[src/rtl/afe_ctrl_pkg.sv]
package afe_ctrl_pkg;
    // register byte offsets
    localparam logic [7:0] OFF_CTRL   = 8'h00;
    localparam logic [7:0] OFF_TXLVL  = 8'h04;
    localparam logic [7:0] OFF_STATUS = 8'h08;
    localparam logic [7:0] OFF_IRQST  = 8'h0C;
    localparam logic [7:0] OFF_IRQMSK = 8'h10;
    // control fields
    localparam int CTRL_AGC_EN_BIT = 0;
    localparam int CTRL_PSK_BIT    = 1;
    // status fields
    localparam int ST_GAIN_LSB  = 0;
    localparam int ST_TXLVL_LSB = 4;
    localparam int ST_ZONE_LSB  = 12;
    localparam int ST_PA_OFF    = 16;
    localparam int ST_READY     = 17;
    // interrupt bits
    localparam int IRQ_SHUTDOWN = 0;
    localparam int IRQ_ZONE     = 1;
    localparam int IRQ_CLIMIT   = 2;
    localparam int IRQ_READY    = 3;
    localparam int IRQ_W        = 4;
    // codes
    localparam logic [3:0] GAIN_MAX   = 4'h8;
    localparam logic [3:0] GAIN_RESET = 4'h3;
    localparam logic [4:0] TXLVL_MAX  = 5'h1F;
    localparam logic [4:0] TXLVL_RST  = 5'h1F;
    // timing
    localparam int CLK_HZ         = 20_000_000;
    localparam int STARTUP_MS     = 60;
    localparam int STARTUP_CYC    = STARTUP_MS * (CLK_HZ / 1000);
    localparam int RESET_PULSE_US = 1;
    localparam int RESET_PULSE_CYC = RESET_PULSE_US * (CLK_HZ / 1_000_000);
    localparam int STEP_US        = 10;
    localparam int STEP_CYC       = STEP_US * (CLK_HZ / 1_000_000);
    // internal clock rates
    localparam int FRONT_END_HZ = 8_000_000;
    localparam int PROTOCOL_HZ  = 28_000_000;
    localparam int PHY_CORE_HZ  = 56_000_000;
endpackage

[src/rtl/afe_step_timer.sv]
// free running tick used to pace the gain and level loops
module afe_step_timer #(
    parameter int PERIOD = 200
) (
    input  wire logic clk_i,
    input  wire logic rst_i,
    input  wire logic ce_i,
    output logic      tick_o
);
    logic [15:0] count;
    wire last = (count == 16'(PERIOD - 1));
    always_ff @(posedge clk_i) begin
        if (rst_i) begin
            count  <= 16'h0000;
            tick_o <= 1'b0;
        end else if (ce_i) begin
            count  <= last ? 16'h0000 : count + 16'h0001;
            tick_o <= last;
        end
    end
endmodule

[src/rtl/afe_gain_thermal_control.sv]
// Behaviour
// - the receive gain code runs 0 to 8, -18 dB plus 6 dB per code.
// - an automatic loop raises or lowers the gain code to keep the input in converter range.
// - the transmit level code has 32 logarithmic steps from 0 dB down to -31 dB.
// - attenuation in dB equals 31 minus the transmit level code.
// - while current sense is above threshold the transmit level drops one step at a time.
// - limit resistor select is driven low for FSK and released for PSK.
// - the amplifier shuts down above threshold 4 and returns only below threshold 3.
// - the temperature zone reads 1 to 4 from thresholds 1, 2 and 3.
// - the block is not ready until the start-up interval after reset has passed.
// - internal clocks are 8, 28 and 56 MHz for front end, protocol and phy core.
module afe_gain_thermal_control
    import afe_ctrl_pkg::*;
#(
    parameter int STARTUP_CYCLES = afe_ctrl_pkg::STARTUP_CYC,
    parameter int STEP_CYCLES    = afe_ctrl_pkg::STEP_CYC
) (
    // clock, reset, enable
    input  wire logic        clk_i,
    input  wire logic        rst_i,
    input  wire logic        ce_i,
    // wishbone slave
    input  wire logic        cyc_i,
    input  wire logic        stb_i,
    input  wire logic        we_i,
    input  wire logic [7:0]  adr_i,
    input  wire logic [3:0]  sel_i,
    input  wire logic [31:0] dat_i,
    output logic      [31:0] dat_o,
    output logic             ack_o,
    // analog front end
    input  wire logic        reset_input_low_i,
    input  wire logic        adc_over_i,
    input  wire logic        adc_under_i,
    input  wire logic        current_sense_over_i,
    input  wire logic [3:0]  temp_threshold_i,
    output logic      [3:0]  rx_gain_o,
    output logic      [4:0]  tx_level_o,
    output logic             amplifier_output_en_o,
    output logic             limit_resistor_select_o,
    output logic             limit_resistor_select_oe_n_o,
    output logic             ready_o,
    output logic             irq_o
);
    import afe_ctrl_pkg::*;

    logic [1:0]        ctrl;
    logic [4:0]        tx_set;
    logic [3:0]        gain;
    logic [4:0]        level;
    logic              pa_off;
    logic [1:0]        zone;
    logic [1:0]        zone_q;
    logic [IRQ_W-1:0]  irq_st;
    logic [IRQ_W-1:0]  irq_msk;
    logic [23:0]       boot_cnt;
    logic              ready;
    logic              ready_q;
    logic [7:0]        rst_pulse;
    logic              ext_reset;
    logic              tick;

    // any bus write lands only with lane 0 enabled; narrow registers
    wire bus_req   = cyc_i & stb_i & ~ack_o & ce_i;
    wire wr        = bus_req & we_i & sel_i[0];
    wire rd        = bus_req & ~we_i;
    wire hit_ctrl  = (adr_i == OFF_CTRL);
    wire hit_tx    = (adr_i == OFF_TXLVL);
    wire hit_st    = (adr_i == OFF_STATUS);
    wire hit_irq   = (adr_i == OFF_IRQST);
    wire hit_msk   = (adr_i == OFF_IRQMSK);
    wire psk_mode  = ctrl[CTRL_PSK_BIT];
    wire agc_en    = ctrl[CTRL_AGC_EN_BIT];

    afe_step_timer #(.PERIOD(STEP_CYCLES)) u_step (
        .clk_i  (clk_i),
        .rst_i  (rst_i),
        .ce_i   (ce_i),
        .tick_o (tick)
    );

    // pulse qualifier
    // a low pulse shorter than the minimum is ignored as a glitch
    always_ff @(posedge clk_i) begin
        if (rst_i) begin
            rst_pulse <= 8'h00;
            ext_reset <= 1'b0;
        end else if (ce_i) begin
            rst_pulse <= reset_input_low_i ? 8'h00 :
                         (rst_pulse == 8'hFF ? rst_pulse : rst_pulse + 8'h01);
            ext_reset <= ~reset_input_low_i && (rst_pulse >= 8'(RESET_PULSE_CYC - 1));
        end
    end

    wire boot_done = (boot_cnt >= 24'(STARTUP_CYCLES - 1));
    always_ff @(posedge clk_i) begin
        if (rst_i) begin
            boot_cnt <= 24'h000000;
            ready    <= 1'b0;
        end else if (ce_i) begin
            if (ext_reset) begin
                boot_cnt <= 24'h000000;
                ready    <= 1'b0;
            end else if (!ready) begin
                boot_cnt <= boot_cnt + 24'h000001;
                ready    <= boot_done;
            end
        end
    end

    wire gain_up   = agc_en & ready & tick & adc_under_i & ~adc_over_i & (gain != GAIN_MAX);
    wire gain_down = agc_en & ready & tick & adc_over_i & (gain != 4'h0);
    always_ff @(posedge clk_i) begin
        if (rst_i) begin
            gain <= GAIN_RESET;
        end else if (ce_i) begin
            // pin reset waits for the enable too, so a frozen block stays frozen
            if (ext_reset) begin
                gain <= GAIN_RESET;
            end else if (gain_down) begin
                gain <= gain - 4'h1;
            end else if (gain_up) begin
                gain <= gain + 4'h1;
            end
        end
    end

    // floor at zero
    // software level is the ceiling; the loop never raises above it
    wire cl_step = ready & tick & current_sense_over_i & (level != 5'h00);
    always_ff @(posedge clk_i) begin
        if (rst_i) begin
            level <= TXLVL_RST;
        end else if (ce_i) begin
            if (ext_reset) begin
                level <= TXLVL_RST;
            end else if (wr && hit_tx) begin
                level <= dat_i[4:0];
            end else if (cl_step) begin
                level <= level - 5'h01;
            end
        end
    end

    always_ff @(posedge clk_i) begin
        if (rst_i) begin
            pa_off <= 1'b0;
        end else if (ce_i) begin
            if (temp_threshold_i[3]) begin
                pa_off <= 1'b1;
            end else if (!temp_threshold_i[2]) begin
                pa_off <= 1'b0;
            end
        end
    end

    // zone code, stored as zone minus one
    always_comb begin
        if (temp_threshold_i[2]) begin
            zone = 2'd3;
        end else if (temp_threshold_i[1]) begin
            zone = 2'd2;
        end else if (temp_threshold_i[0]) begin
            zone = 2'd1;
        end else begin
            zone = 2'd0;
        end
    end

    wire [31:0] status_word = {14'h0000, ready, pa_off, 2'b00, zone, 3'b000, level, gain};
    wire [31:0] rd_data = hit_ctrl ? {30'h0, ctrl} :
                          hit_tx   ? {27'h0, tx_set} :
                          hit_st   ? status_word :
                          hit_irq  ? {28'h0, irq_st} :
                          hit_msk  ? {28'h0, irq_msk} : 32'h00000000;

    // registers and events; a set in the read cycle wins over the clear
    wire [IRQ_W-1:0] ev;
    assign ev[IRQ_SHUTDOWN] = temp_threshold_i[3] & ~pa_off;
    assign ev[IRQ_ZONE]     = (zone != zone_q);
    assign ev[IRQ_CLIMIT]   = cl_step;
    assign ev[IRQ_READY]    = ready & ~ready_q;
    wire irq_clr = rd & hit_irq;
    always_ff @(posedge clk_i) begin
        if (rst_i) begin
            ctrl    <= 2'b01;
            tx_set  <= TXLVL_RST;
            irq_st  <= '0;
            irq_msk <= '0;
            zone_q  <= 2'd0;
            ready_q <= 1'b0;
            ack_o   <= 1'b0;
            dat_o   <= 32'h00000000;
        end else if (ce_i) begin
            zone_q  <= zone;
            ready_q <= ready;
            ack_o   <= bus_req;
            irq_st  <= (irq_clr ? '0 : irq_st) | ev;
            if (wr && hit_ctrl) ctrl <= dat_i[1:0];
            if (wr && hit_tx) tx_set <= dat_i[4:0];
            if (wr && hit_msk) irq_msk <= dat_i[IRQ_W-1:0];
            if (rd) dat_o <= rd_data;
        end
    end

    assign tx_level_o  = level;
    assign rx_gain_o   = gain;
    assign amplifier_output_en_o = ~pa_off & ready;
    assign limit_resistor_select_o      = 1'b0;
    assign limit_resistor_select_oe_n_o = psk_mode;
    // clocks are generated by the pll outside this logic
    assign ready_o = ready;
    assign irq_o   = |(irq_st & irq_msk);

    property p_gain_range;
        @(posedge clk_i) disable iff (rst_i) gain <= GAIN_MAX;
    endproperty
    a_gain_range: assert property (p_gain_range) else $error("gain out of range");

    property p_agc_up;
        @(posedge clk_i) disable iff (rst_i) (ce_i && gain_up && !gain_down && !ext_reset)
            |=> gain == $past(gain) + 4'h1;
    endproperty
    a_agc_up: assert property (p_agc_up) else $error("agc did not raise gain");

    property p_agc_down;
        @(posedge clk_i) disable iff (rst_i) (ce_i && gain_down && !ext_reset)
            |=> gain == $past(gain) - 4'h1;
    endproperty
    a_agc_down: assert property (p_agc_down) else $error("agc did not lower gain");

    property p_level_range;
        @(posedge clk_i) disable iff (rst_i) (ce_i && !ext_reset && !(wr && hit_tx))
            |=> tx_level_o <= $past(tx_level_o);
    endproperty
    a_level_range: assert property (p_level_range) else $error("level out of range");

    property p_level_reset;
        @(posedge clk_i) $fell(rst_i) |-> tx_level_o == 5'h1F;
    endproperty
    a_level_reset: assert property (p_level_reset) else $error("level not full scale");

    property p_climit;
        @(posedge clk_i) disable iff (rst_i || ext_reset)
            (ce_i && cl_step && !(wr && hit_tx)) |=> tx_level_o == $past(tx_level_o) - 5'h01;
    endproperty
    a_climit: assert property (p_climit) else $error("current limit missed a step");

    property p_cl_hold;
        @(posedge clk_i) disable iff (rst_i)
            (ce_i && !current_sense_over_i && !ext_reset && !(wr && hit_tx)) |=> level == $past(level);
    endproperty
    a_cl_hold: assert property (p_cl_hold) else $error("level moved without overcurrent");

    property p_cl_floor;
        @(posedge clk_i) disable iff (rst_i)
            (level == 5'h00 && !ext_reset && !(wr && hit_tx)) |=> level == 5'h00;
    endproperty
    a_cl_floor: assert property (p_cl_floor) else $error("level wrapped below zero");

    property p_sel;
        @(posedge clk_i) disable iff (rst_i)
            limit_resistor_select_oe_n_o == ctrl[CTRL_PSK_BIT] && !limit_resistor_select_o;
    endproperty
    a_sel: assert property (p_sel) else $error("limit resistor select wrong");

    property p_thermal;
        @(posedge clk_i) disable iff (rst_i) (ce_i && temp_threshold_i[3])
            |=> !amplifier_output_en_o;
    endproperty
    a_thermal: assert property (p_thermal) else $error("amplifier not shut down");

    property p_thermal_hold;
        @(posedge clk_i) disable iff (rst_i) (ce_i && pa_off && temp_threshold_i[2]) |=> pa_off;
    endproperty
    a_thermal_hold: assert property (p_thermal_hold) else $error("amplifier back too early");

    property p_zone;
        @(posedge clk_i) disable iff (rst_i)
            (temp_threshold_i == 4'h3) |-> zone == 2'd2;
    endproperty
    a_zone: assert property (p_zone) else $error("zone code wrong");

    property p_ready;
        @(posedge clk_i) disable iff (rst_i) (!ready && boot_cnt == 24'h000000) |=> !ready;
    endproperty
    a_ready: assert property (p_ready) else $error("ready too early");

    property p_ready_time;
        @(posedge clk_i) disable iff (rst_i) $rose(ready) |-> boot_cnt == 24'(STARTUP_CYCLES);
    endproperty
    a_ready_time: assert property (p_ready_time) else $error("start-up interval wrong");
endmodule

[config.mk]
export PLATFORM = sky130hd
export DESIGN_NAME = afe_gain_thermal_control
export DESIGN_NICKNAME = d
export VERILOG_FILES = /design/src/rtl/afe_ctrl_pkg.sv /design/src/rtl/afe_step_timer.sv /design/src/rtl/afe_gain_thermal_control.sv
export SDC_FILE = /design/constraint.sdc
export NUM_CORES = 1
export LEC_CHECK = 0
export CAP_MARGIN = 20
export CORE_UTILIZATION = 45
export CTS_CLUSTER_DIAMETER = 100
export DETAILED_ROUTE_END_ITERATION = 10
export DONT_BUFFER_PORTS = 1
export GPL_ROUTABILITY_DRIVEN = 0
export PLACE_DENSITY = 0.67
export REMOVE_ABC_BUFFERS = 1
export SLEW_MARGIN = 15
export SYNTH_ARGS = -nofsm -noshare
export SYNTH_HDL_FRONTEND = slang
export SYNTH_SLANG_ARGS = --single-unit
[constraint.sdc]
create_clock -name clk_i -period 2.4 [get_ports clk_i]
set_input_delay 0.48 -clock clk_i [delete_from_list [all_inputs] [get_ports clk_i]]
set_output_delay 0.48 -clock clk_i [all_outputs]
set_load 0.01 [all_outputs]
==> metrics, run 1 <==
CP arrival about 2300 ps; Critical Path RT between 2000 and 3000 ps; final setup TNS 0 ps; Final Instance Count excl. Fillers slightly above 700; drt drc 0; dpl cells between 600 and 700; Tot GR Track Use 0.187; Critical R2R Launch tx_level_o[1]; nets@finish ~630; fin. max-slew vios 0; Initial DRT Pass Iterations 4; CTS sink count between 90 and 100; Compound-Gate Fraction of Synth Area 0.124; measured slew at the worst slew-check pin about 640 ps; layout cells sized above 1 0.0696; detailed placement HPWL 6.90 mm; Crit. End Element flip-flop; leading area contributor after synthesis dfxtp_1; Cells after Synth around 580; met3 usage 0.0457; synth-to-layout area growth 5.79%; Worst slew margin 0.567; clock latency on the worst-skew pair between 300 and 400 ps; Synth Flop Type dfxtp_1; largest net degree at the start of global routing 54; clock buffer count from CTS 9; final hold vios 0; clk slew on worst S/H paths approximately 100 ps; LEAKAGE 1.80 nW; Hold-fix buffers, CTS 0; Clock Skew about 12 ps; CP startpoint tx_level_o[1]; Hold WC Path Type in -> reg; CTS root buf clkbuf_8; post-synthesis mux area share 0.0387; Top Ports approximately 110; top cells by area, synth dfxtp_1, nor2_1, xnor2_1; Worst R2R Path Depth 6; PwrDens about 570 mW/mm^2; initial DRC count ~270; Via density between 5 and 6; Die ar. 0.0108 mm^2; largest fanout on the critical path 6; Fmax 0.484 GHz; setup repair after global routing missed its margin no; antenna diode count 0; area share of the largest cell type after synthesis 0.397; grt met1 use 0.252; vias in the first global route about 3,400; warnings from Yosys 0; busiest grt layer met2; Port Buf Inserts 0; outcome complete, no violations; Post-Synthesis Cell Area roughly 0.0047 mm^2; Multi-input gate area about 0.0026 mm^2; Final min period 2070 ps; total global routing overflow 0; most frequent cells after synthesis dfxtp_1, nor2_1, nand2_1; total wire length about 9.8 mm; Vias just under 4,000; CP peak stage delay between 400 and 500 ps; Post-Syn Area per Cell 8.11 um^2; Clock Path Buffers 2; CP max stage cell a2111oi_0; Die Ht 104 um; Fill cells slightly below 1,000; post-synthesis xor/xnor area fraction 0.0803; PostCTS Resize Cnt 0; adder-cell share of the synthesized area 0.0133; count of different cell masters after synthesis slightly below 50; worst setup path endpoint tx_level_o[3]; Routed WL per cell between 10 and 15 um; setup repair bufs after CTS 0; GR Util met2 0.294; number of synthesized flops with an enable pin 0; peak supply drop approximately 0.00044 V; Die X-Extent approximately 100 um; largest family of logic cells by synthesized area simple AND/OR/NAND/NOR gates; critical path type reg -> reg; period utilisation layout 0.862; CP Cell Sequence inv_1 > ha_1 > nor4b_1 > o21ai_0 > a2111oi_0 > a21oi_1; Worst Setup Start Kind flip-flop; worst reg2reg setup slack 330 ps; Detail Route Antenna Nets 0; Setup-failing EPs final 0; total number of H-tree levels 3; first-pass GRT wire length roughly 17 mm; Worst Hold Depth 1; synthesis-stage register bit count 93; initial antenna violation count 0; Post-synth ARST share 0; proportion of synthesized chip area in sequential cells 0.397; maxcap violations 0; Cell Rows 36; Starting Density 0.471; sequential cell area around 0.0019 mm^2; most common cell in the netlist dfxtp_1; Post-Synth Simple-Gate Area 0.280; CTS tree built; RR Endpoint tx_level_o[3]; core area around 0.01 mm^2
## worst min path at each step
stage | start | slack [ps] | to
after global placement | ready_q | 450 | ready_q
after floorplan | tx_set[0] | 440 | tx_set[0]
after global routing | rst_i | 150 | dat_o[8]
after CTS | rst_i | 160 | dat_o[13]
final | rst_i | 180 | dat_o[17]
after detailed placement | ready_q | 450 | ready_q
## sequential cells by signal, indices dropped and copies added, names as in the netlist, 2 cells and up
name,count
boot_cnt,24
u_step.count,16
dat_o,13
rst_pulse,8
tx_level_o,5
tx_set,5
irq_msk,4
irq_st,4
rx_gain_o,4
ctrl,2
zone_q,2
## area by class of cell
type | instances | share of cell area
clock buffers | 9 | 0.0250
inverters | 13 | 0.00984
multi-input cells | 443 | 0.522
clock inverters | 7 | 0.0194
well taps | 133 | 0.0335
flip-flops and latches | 93 | 0.375
repair buffers | 10 | 0.0151
## cell families after synthesis
family | Yosys count
simple gates | 263
compound gates | 94
flops | 93
buf+inv | 61
xor+xnor | 43
mux | 18
fa+ha+maj | 5
other cells | 1
## cells in the final DEF, fill, tap and decap left out, types with 5 or more instances in the layout
master    instances
nor2_1           80
nand4_1           9
xnor2_1          30
conb_1           20
nand3_1          19
nor4_1           12
mux2i_1          17
nand2b_1          9
buf_4            10
a22oi_1           7
and3_1            8
nand3b_1          6
or2_2             7
a21oi_1          41
nor2b_1           6
nor3_1           21
xor2_1           13
inv_1            13
and2_1            5
a211oi_1          5
clkbuf_8          9
nand2_1          58
o21ai_0          14
or3_1             8
ha_1              5
dfxtp_1          93
## report_power, final
part | switching (W) | internal [W] | total [W]
registers | 0.0000157 | 0.00156 | 0.00157
clock network | 0.000565 | 0.000593 | 0.00116
logic | 0.0000627 | 0.0000446 | 0.000107
## critical path, delay by kind of cell (launching register included)
kind	cells	cell delay, ps
and+or+nand+nor	1	390
AOI/OAI and AO/OA	3	880
buffers and inverters	1	90
DFF	1	400
adders and majority gates	1	190
## stage by stage
stage / utilization / instance area [um^2] / worst slack [ps] / power [W] / hold WS, ps
2_1_floorplan: - / 4500 / 333 / 0.00169 / 437
3_3_place_gp: 0.476 / 4740 / 337 / 0.00171 / 446
3_5_place_dp: 0.476 / 4740 / 318 / 0.00172 / 450
4_1_cts: 0.498 / 4960 / 365 / 0.00287 / 159
5_1_grt: 0.498 / 4960 / 115 / 0.00296 / 151
6_report: 0.498 / 4960 / 332 / 0.00284 / 176
## routing by layer
layer	wire (um)	share of wire
met1	4530	0.46
met2	4590	0.47
met3	601	0.061
met4	72	0.0074
met5	0	0
Note: power is estimated with default switching activity, not from simulation.
==> run 2: changes to the inputs <==
--- a/config.mk
+++ b/config.mk
@@ -14,4 +14,5 @@
 export PLACE_DENSITY = 0.67
 export REMOVE_ABC_BUFFERS = 1
+export SKIP_LAST_GASP = 1
 export SLEW_MARGIN = 15
 export SYNTH_ARGS = -nofsm -noshare
==> constraint.sdc (replaced) <==
create_clock -name clk_i -period 2.4 [get_ports clk_i]
set_input_delay 0.12 -clock clk_i [delete_from_list [all_inputs] [get_ports clk_i]]
set_output_delay 0.12 -clock clk_i [all_outputs]
set_load 0.01 [all_outputs]
==> run 2 against run 1 <==
  * First-iteration DRC count fell by 16%
  * Maximum frequency rose by 3.5%
  * Design area rose by 2.5%
  * Setup slack improved by 71 ps
  * Critical endpoint is now tx_level_o[4]
  * Clock power fell by 9%
  * Critical path depth did not move
  * Sequential share of layout area fell by 0.91 points
  * Flip-flop and latch count did not move
==> metrics, run 2 (synthesis gave the netlist of run 1 again) <==
outcome complete, no violations; total number of H-tree levels 3 (unchanged); LEAKAGE 1.85 nW (+2.9%); Final min period 2000 ps (-70.6 ps); Final Util 0.511 (+0.0123); Top Ports 105 (unchanged); Worst slew margin 0.478 (-0.0897); measured slew at the worst slew-check pin 784 ps (+140 ps); initial DRC count 226 (-16%); Detail Route Antenna Nets 0 (unchanged); Fmax 0.501 GHz (+3.5%); most frequent cells in the layout dfxtp_1, nor2_1, nand2_1; Hold WC Path Type in -> reg; Setup-failing EPs final 0 (unchanged); first-pass GRT wire length 17.0 mm (+1.8%); CP arrival 2260 ps (-50 ps); clock latency on the worst-skew pair 360 ps (about the same); Tot GR Track Use 0.192 (+0.00505); largest fanout on the critical path 6 (unchanged); CP top delay family compound AO/OA/AOI/OAI gates; CTS root buf clkbuf_8; layout cells sized above 1 0.0680 (-0.00154); CP max stage cell dfxtp_1; detailed placement HPWL 6.87 mm (-0.40%); Critical R2R Launch tx_level_o[0]; max reg flops 24 (unchanged); clk slew on worst S/H paths 100 ps (about the same); drt drc 0 (unchanged); Via density 5.39 (-1.1%); largest registers boot_cnt: 24 flops, u_step.count: 16 flops, dat_o: 13 flops; CP Cell Sequence inv_1 > ha_1 > nor4b_1 > o21ai_0 > o21a_1 > a22oi_1; Die Ht 104 um (unchanged); hold path start rst_i; setup repair bufs after CTS 0 (unchanged); PwrDens 547 mW/mm^2 (-4.5%); RR Endpoint tx_level_o[4]; Buf/Inv on CP 1 (unchanged); Clock Path Buffers 2 (unchanged); Worst Setup Start Kind flip-flop; Cell Rows 36 (unchanged); final hold vios 0 (unchanged); Largest Register boot_cnt; most common cell after layout, fill and taps aside dfxtp_1; CP peak stage delay 520 ps (+50 ps); nets@finish 646 (+2.1%); antenna diode count 0 (unchanged); critical path type reg -> reg; Pwr Total 0.00278 W (-2.1%); CTS tree built; Critical Path RT 2660 ps (+20 ps); fin. max-slew vios 0 (unchanged); largest net degree at the start of global routing 51 (-5.6%); clock buffer count from CTS 9 (unchanged); initial antenna violation count 0 (unchanged); Crit. End Element flip-flop; core area 0.00995 mm^2 (unchanged); final setup TNS 0 ps (unchanged); total global routing overflow 0 (unchanged); Worst R2R Path Depth 6 (unchanged); Initial DRT Pass Iterations 4 (unchanged); Starting Density 0.471 (unchanged); maxcap violations 0 (unchanged); Clock Skew 16.1 ps (+3.83 ps); peak supply drop 0.000296 V (-32%); Worst Hold Depth 2 (+1); setup repair after global routing missed its margin no; hold path endpoint rst_pulse[4]; Routed WL per cell 14.2 um (+2.6%); Vias 3,884 (+0.73%); worst reg2reg setup slack 400 ps (+70 ps); total wire length 10.2 mm (+4.5%); synth-to-layout area growth 8.40%; Die X-Extent 104 um (unchanged); Die ar. 0.0108 mm^2 (unchanged); Port Buf Inserts 0 (unchanged); CTS sink count 93 (unchanged); vias in the first global route 3,645 (+6.3%); period utilisation layout 0.832 (-0.0294)
==> run 2: cell count changes in the layout (fill, tap and decap cells not counted), sizes merged <==
cell	delta
dlygate4sd3	+12
bufinv	-1
clkinv	+1
clkinvlp	+1
dlymetal6s4s	+1
inv	-1
==> run 2: timing repair <==
| action | in CTS | in global routing |
|---|---|---|
| resized for setup | 0 | 1 |
| endpoints found under the setup margin | 0 | 14 |
| hold buffers | 14 | 0 |
| endpoints found under the hold margin | 54 | 0 |
==> run 2: worst max-delay path by stage <==
| stage | depth (start not counted) | slack, ps | start | end |
|---|---|---|---|---|
| after floorplan | 9 | 490 | ready_o | rx_gain_o[2] |
| after global placement | 6 | 430 | tx_level_o[0] | tx_level_o[4] |
| after detailed placement | 6 | 400 | tx_level_o[0] | tx_level_o[4] |
| after CTS | 6 | 60 | ce_i | irq_msk[1] |
| after global routing | 6 | 140 | tx_level_o[0] | tx_level_o[3] |
| final | 6 | 400 | tx_level_o[0] | tx_level_o[4] |
==> run 2: area by class of cell <==
class	count	area, um^2
tap	133	166
clock inverter	7	73.8
inverter	13	48.8
clock buffer	9	124
fill	955	4870
sequential	93	1860
multi-input combinational	443	2590
timing repair buffer	23	220
==> run 2: through the flow <==
| stage | cell area [um^2] | hold slack (ps) | setup slack [ps] | instances |
|---|---|---|---|---|
| floorplan | 4500 | 189 | 490 | 549 |
| global placement | 4730 | 193 | 427 | 691 |
| detailed placement | 4730 | 196 | 401 | 691 |
| CTS | 5080 | 0.987 | 59.8 | 721 |
| global route | 5080 | 20.6 | 141 | 721 |
| finish | 5080 | 19.1 | 403 | 721 |
==> run 2: metal layers <==
layer | vias to the layer above | GRT usage | part of all wire
met5 | - | 0 | 0
met4 | 0 | 0.0673 | 0.012
met3 | 13 | 0.0464 | 0.052
met2 | 93 | 0.313 | 0.46
met1 | 1813 | 0.246 | 0.47
li1 | 1965 | - | -
==> run 2: where the power goes <==
group / total (W) / leakage [nW] / internal, W / switching, W
sequential: 0.00157 / 0.752 / 0.00156 / 0.0000157
clock: 0.00105 / 0.0996 / 0.000485 / 0.000568
combinational: 0.000152 / 1.00 / 0.0000622 / 0.0000894
total: 0.00278 / 1.85 / 0.00211 / 0.000673
==> run 3: changes to the inputs <==
Settings changed: ABC_AREA set to 1, PLACE_DENSITY 0.67 to 0.69.
Clock period 2.4 ns to 1.7 ns, I/O delays scaled along.
==> run 3 against run 2 <==
  * Die area increased by 2.9%
  * Setup slack got worse by 350 ps
  * Global-route usage increased by 3.3 points
  * Critical path type is now in -> reg
==> metrics, run 3 <==
Crit. End Element flip-flop; Detail Route Antenna Nets 0 (unchanged); Worst Hold Depth 3 (+1); outcome complete, no violations; clock buffer count from CTS 9 (unchanged); Worst slew margin 0.599 (+0.121); most common cell after layout, fill and taps aside nand2_1; Die X-Extent 106 um (+1.4%); CTS sink count 93 (unchanged); antenna diode count 0 (unchanged); number of synthesized flops with an enable pin 0 (unchanged); Port Buf Inserts 0 (unchanged); Multi-input gate area 0.00257 mm^2 (-0.68%); maxcap violations 0 (unchanged); peak supply drop 0.000323 V (+9.0%); layout cells sized above 1 0.134 (+0.0662); synthesis-stage register bit count 93 (unchanged); CTS tree built; warnings from Yosys 0 (unchanged); clk slew on worst S/H paths 90 ps (about the same); CTS root buf clkbuf_8; Cell Rows 37 (+2.8%); count of different cell masters after synthesis 41 (-16%); Die Ht 106 um (+1.4%); clock latency on the worst-skew pair 380 ps (+20 ps); total wire length 12.7 mm (+24%); critical path type in -> reg; Initial DRT Pass Iterations 6 (+2); measured slew at the worst slew-check pin 600 ps (-183 ps); Post-synth ARST share 0 (unchanged); period utilisation layout 0.970; largest net degree at the start of global routing 33 (-35%); Critical R2R Launch u_step.count[1]; CP arrival 1910 ps (-350 ps); nets@finish 819 (+27%); area share of the largest cell type after synthesis 0.386 (-0.0114); Post-Syn Area per Cell 6.88 um^2 (-15%); initial DRC count 430 (+90%); Worst Setup Start Kind primary input; PwrDens 727 mW/mm^2 (+33%); total number of H-tree levels 3 (unchanged); vias in the first global route 4,322 (+19%); Starting Density 0.466 (-0.00548); fin. max-slew vios 0 (unchanged); RR Endpoint u_step.count[6]; first-pass GRT wire length 20.0 mm (+18%); Cells after Synth 702 (+21%); hold path endpoint pa_off; Pwr Total 0.00413 W (+49%); Fill cells 978 (+2.4%); top cells by area, synth dfxtp_1, nand2_1, a21oi_1; sequential cell area 0.00188 mm^2 (+0.74%); largest registers boot_cnt: 24 flops, u_step.count: 16 flops, dat_o: 13 flops; Routed WL per cell 14.1 um (-0.46%); synth-to-layout area growth 17.6%; Post-Synthesis Cell Area 0.00483 mm^2 (+3.0%); setup repair after global routing missed its margin yes; detailed placement HPWL 8.86 mm (+29%); Final min period 1650 ps; proportion of synthesized chip area in sequential cells 0.386 (-0.0114); Final Instance Count excl. Fillers 896 (+24%); core area 0.0104 mm^2 (+4.2%); dpl cells 848 (+23%); final setup margin 51.4 ps (-352 ps); leading area contributor after synthesis dfxtp_1; final hold vios 0 (unchanged); Setup-failing EPs final 0 (unchanged); most frequent cells in the layout nand2_1, dfxtp_1, inv_1; Top Ports 105 (unchanged); Clock Skew 14.0 ps (-2.08 ps); Worst R2R Path Depth 8 (+2); post-placement setup slack 17.0 ps (-384 ps); Hold WC Path Type in -> reg; drt drc 0 (unchanged); Tot GR Track Use 0.225 (+0.0330); max reg flops 24 (unchanged); Die ar. 0.0111 mm^2 (+2.9%); largest fanout on the critical path 2 (-4); total global routing overflow 0 (unchanged); Vias 4,882 (+26%); Largest Register boot_cnt; initial antenna violation count 0 (unchanged); most frequent cells after synthesis nand2_1, dfxtp_1, inv_1; Fmax between 0.6 and 0.7 GHz; Clock Path Buffers 2 (unchanged); Synth Flop Type dfxtp_1; worst reg2reg setup slack 90 ps (-310 ps); hold path start ce_i; Via density 5.45 (+1.1%); Critical Path RT 1960 ps (-700 ps); most common cell in the netlist nand2_1; LEAKAGE 2.17 nW (+17%)
[run 3: logic make-up (layout without fill, tap and decap cells)]
group,Yosys count,count (layout),share of synthesized area
flops,93,93,0.386
xor+xnor,7,7,0.0127
other cells,1,20,0.000777
simple gates,325,325,0.304
buf+inv,124,163,0.114
compound gates,147,147,0.169
fa+ha+maj,5,5,0.0130
[run 3: critical path: stages]
cell	delay, ps
dlygate4sd3_1	540
nand2_1	90
dlygate4sd3_1	560
a31oi_1	80
dlygate4sd3_1	570
[run 3: repair_timing]
item	CTS	global route
pin swaps	0	14
endpoints found under the hold margin	60	0
buffers inserted	0	9
resized for setup	1	34
hold buffers	24	0
endpoints found under the setup margin	1	31
[run 3: worst max-delay path by stage]
stage / startpoint / endpoint / slack, ps / cells after the start
after detailed placement: boot_cnt[0] / boot_cnt[18] / 20 / 9
after global placement: boot_cnt[0] / boot_cnt[14] / 80 / 10
after global routing: boot_cnt[0] / boot_cnt[18] / -50 / 10
final: temp_threshold_i[0] / zone_q[0] / 50 / 5
after floorplan: ack_o / dat_o[0] / -80 / 8
after CTS: rst_pulse[0] / rst_pulse[7] / 40 / 10
[run 3: layout make-up]
cell class | instances | area share
well taps | 136 | 0.0300
repair buffers | 57 | 0.0884
clock buffers | 11 | 0.0249
clock inverters | 4 | 0.0128
flip-flops and latches | 93 | 0.330
inverters | 91 | 0.0606
multi-input cells | 504 | 0.453
[run 3: report_power, final]
part | internal [W] | switching (W)
clock | 0.000859 | 0.000778
sequential | 0.00220 | 0.0000213
combinational | 0.000106 | 0.000162
[run 3: layer usage]
| layer | global-route usage | vias to the layer above | part of all wire |
|---|---|---|---|
| met1 | 0.274 | 2271 | 0.42 |
| met3 | 0.0414 | 20 | 0.067 |
| met2 | 0.391 | 198 | 0.49 |
| met5 | 0 | - | 0 |
| met4 | 0.0873 | 0 | 0.017 |
| li1 | - | 2393 | - |
[run 3: per-stage QoR]
stage / utilization / hold WS, ps / instance area, um^2 / TNS (ps)
detailed placement: 0.486 / 160 / 5040 / 0
global placement: 0.486 / 158 / 5040 / 0
floorplan: - / 154 / 4690 / -76.0
finish: 0.547 / 22.6 / 5680 / 0
global route: 0.547 / 57.4 / 5680 / -139
CTS: 0.531 / 8.03 / 5510 / 0
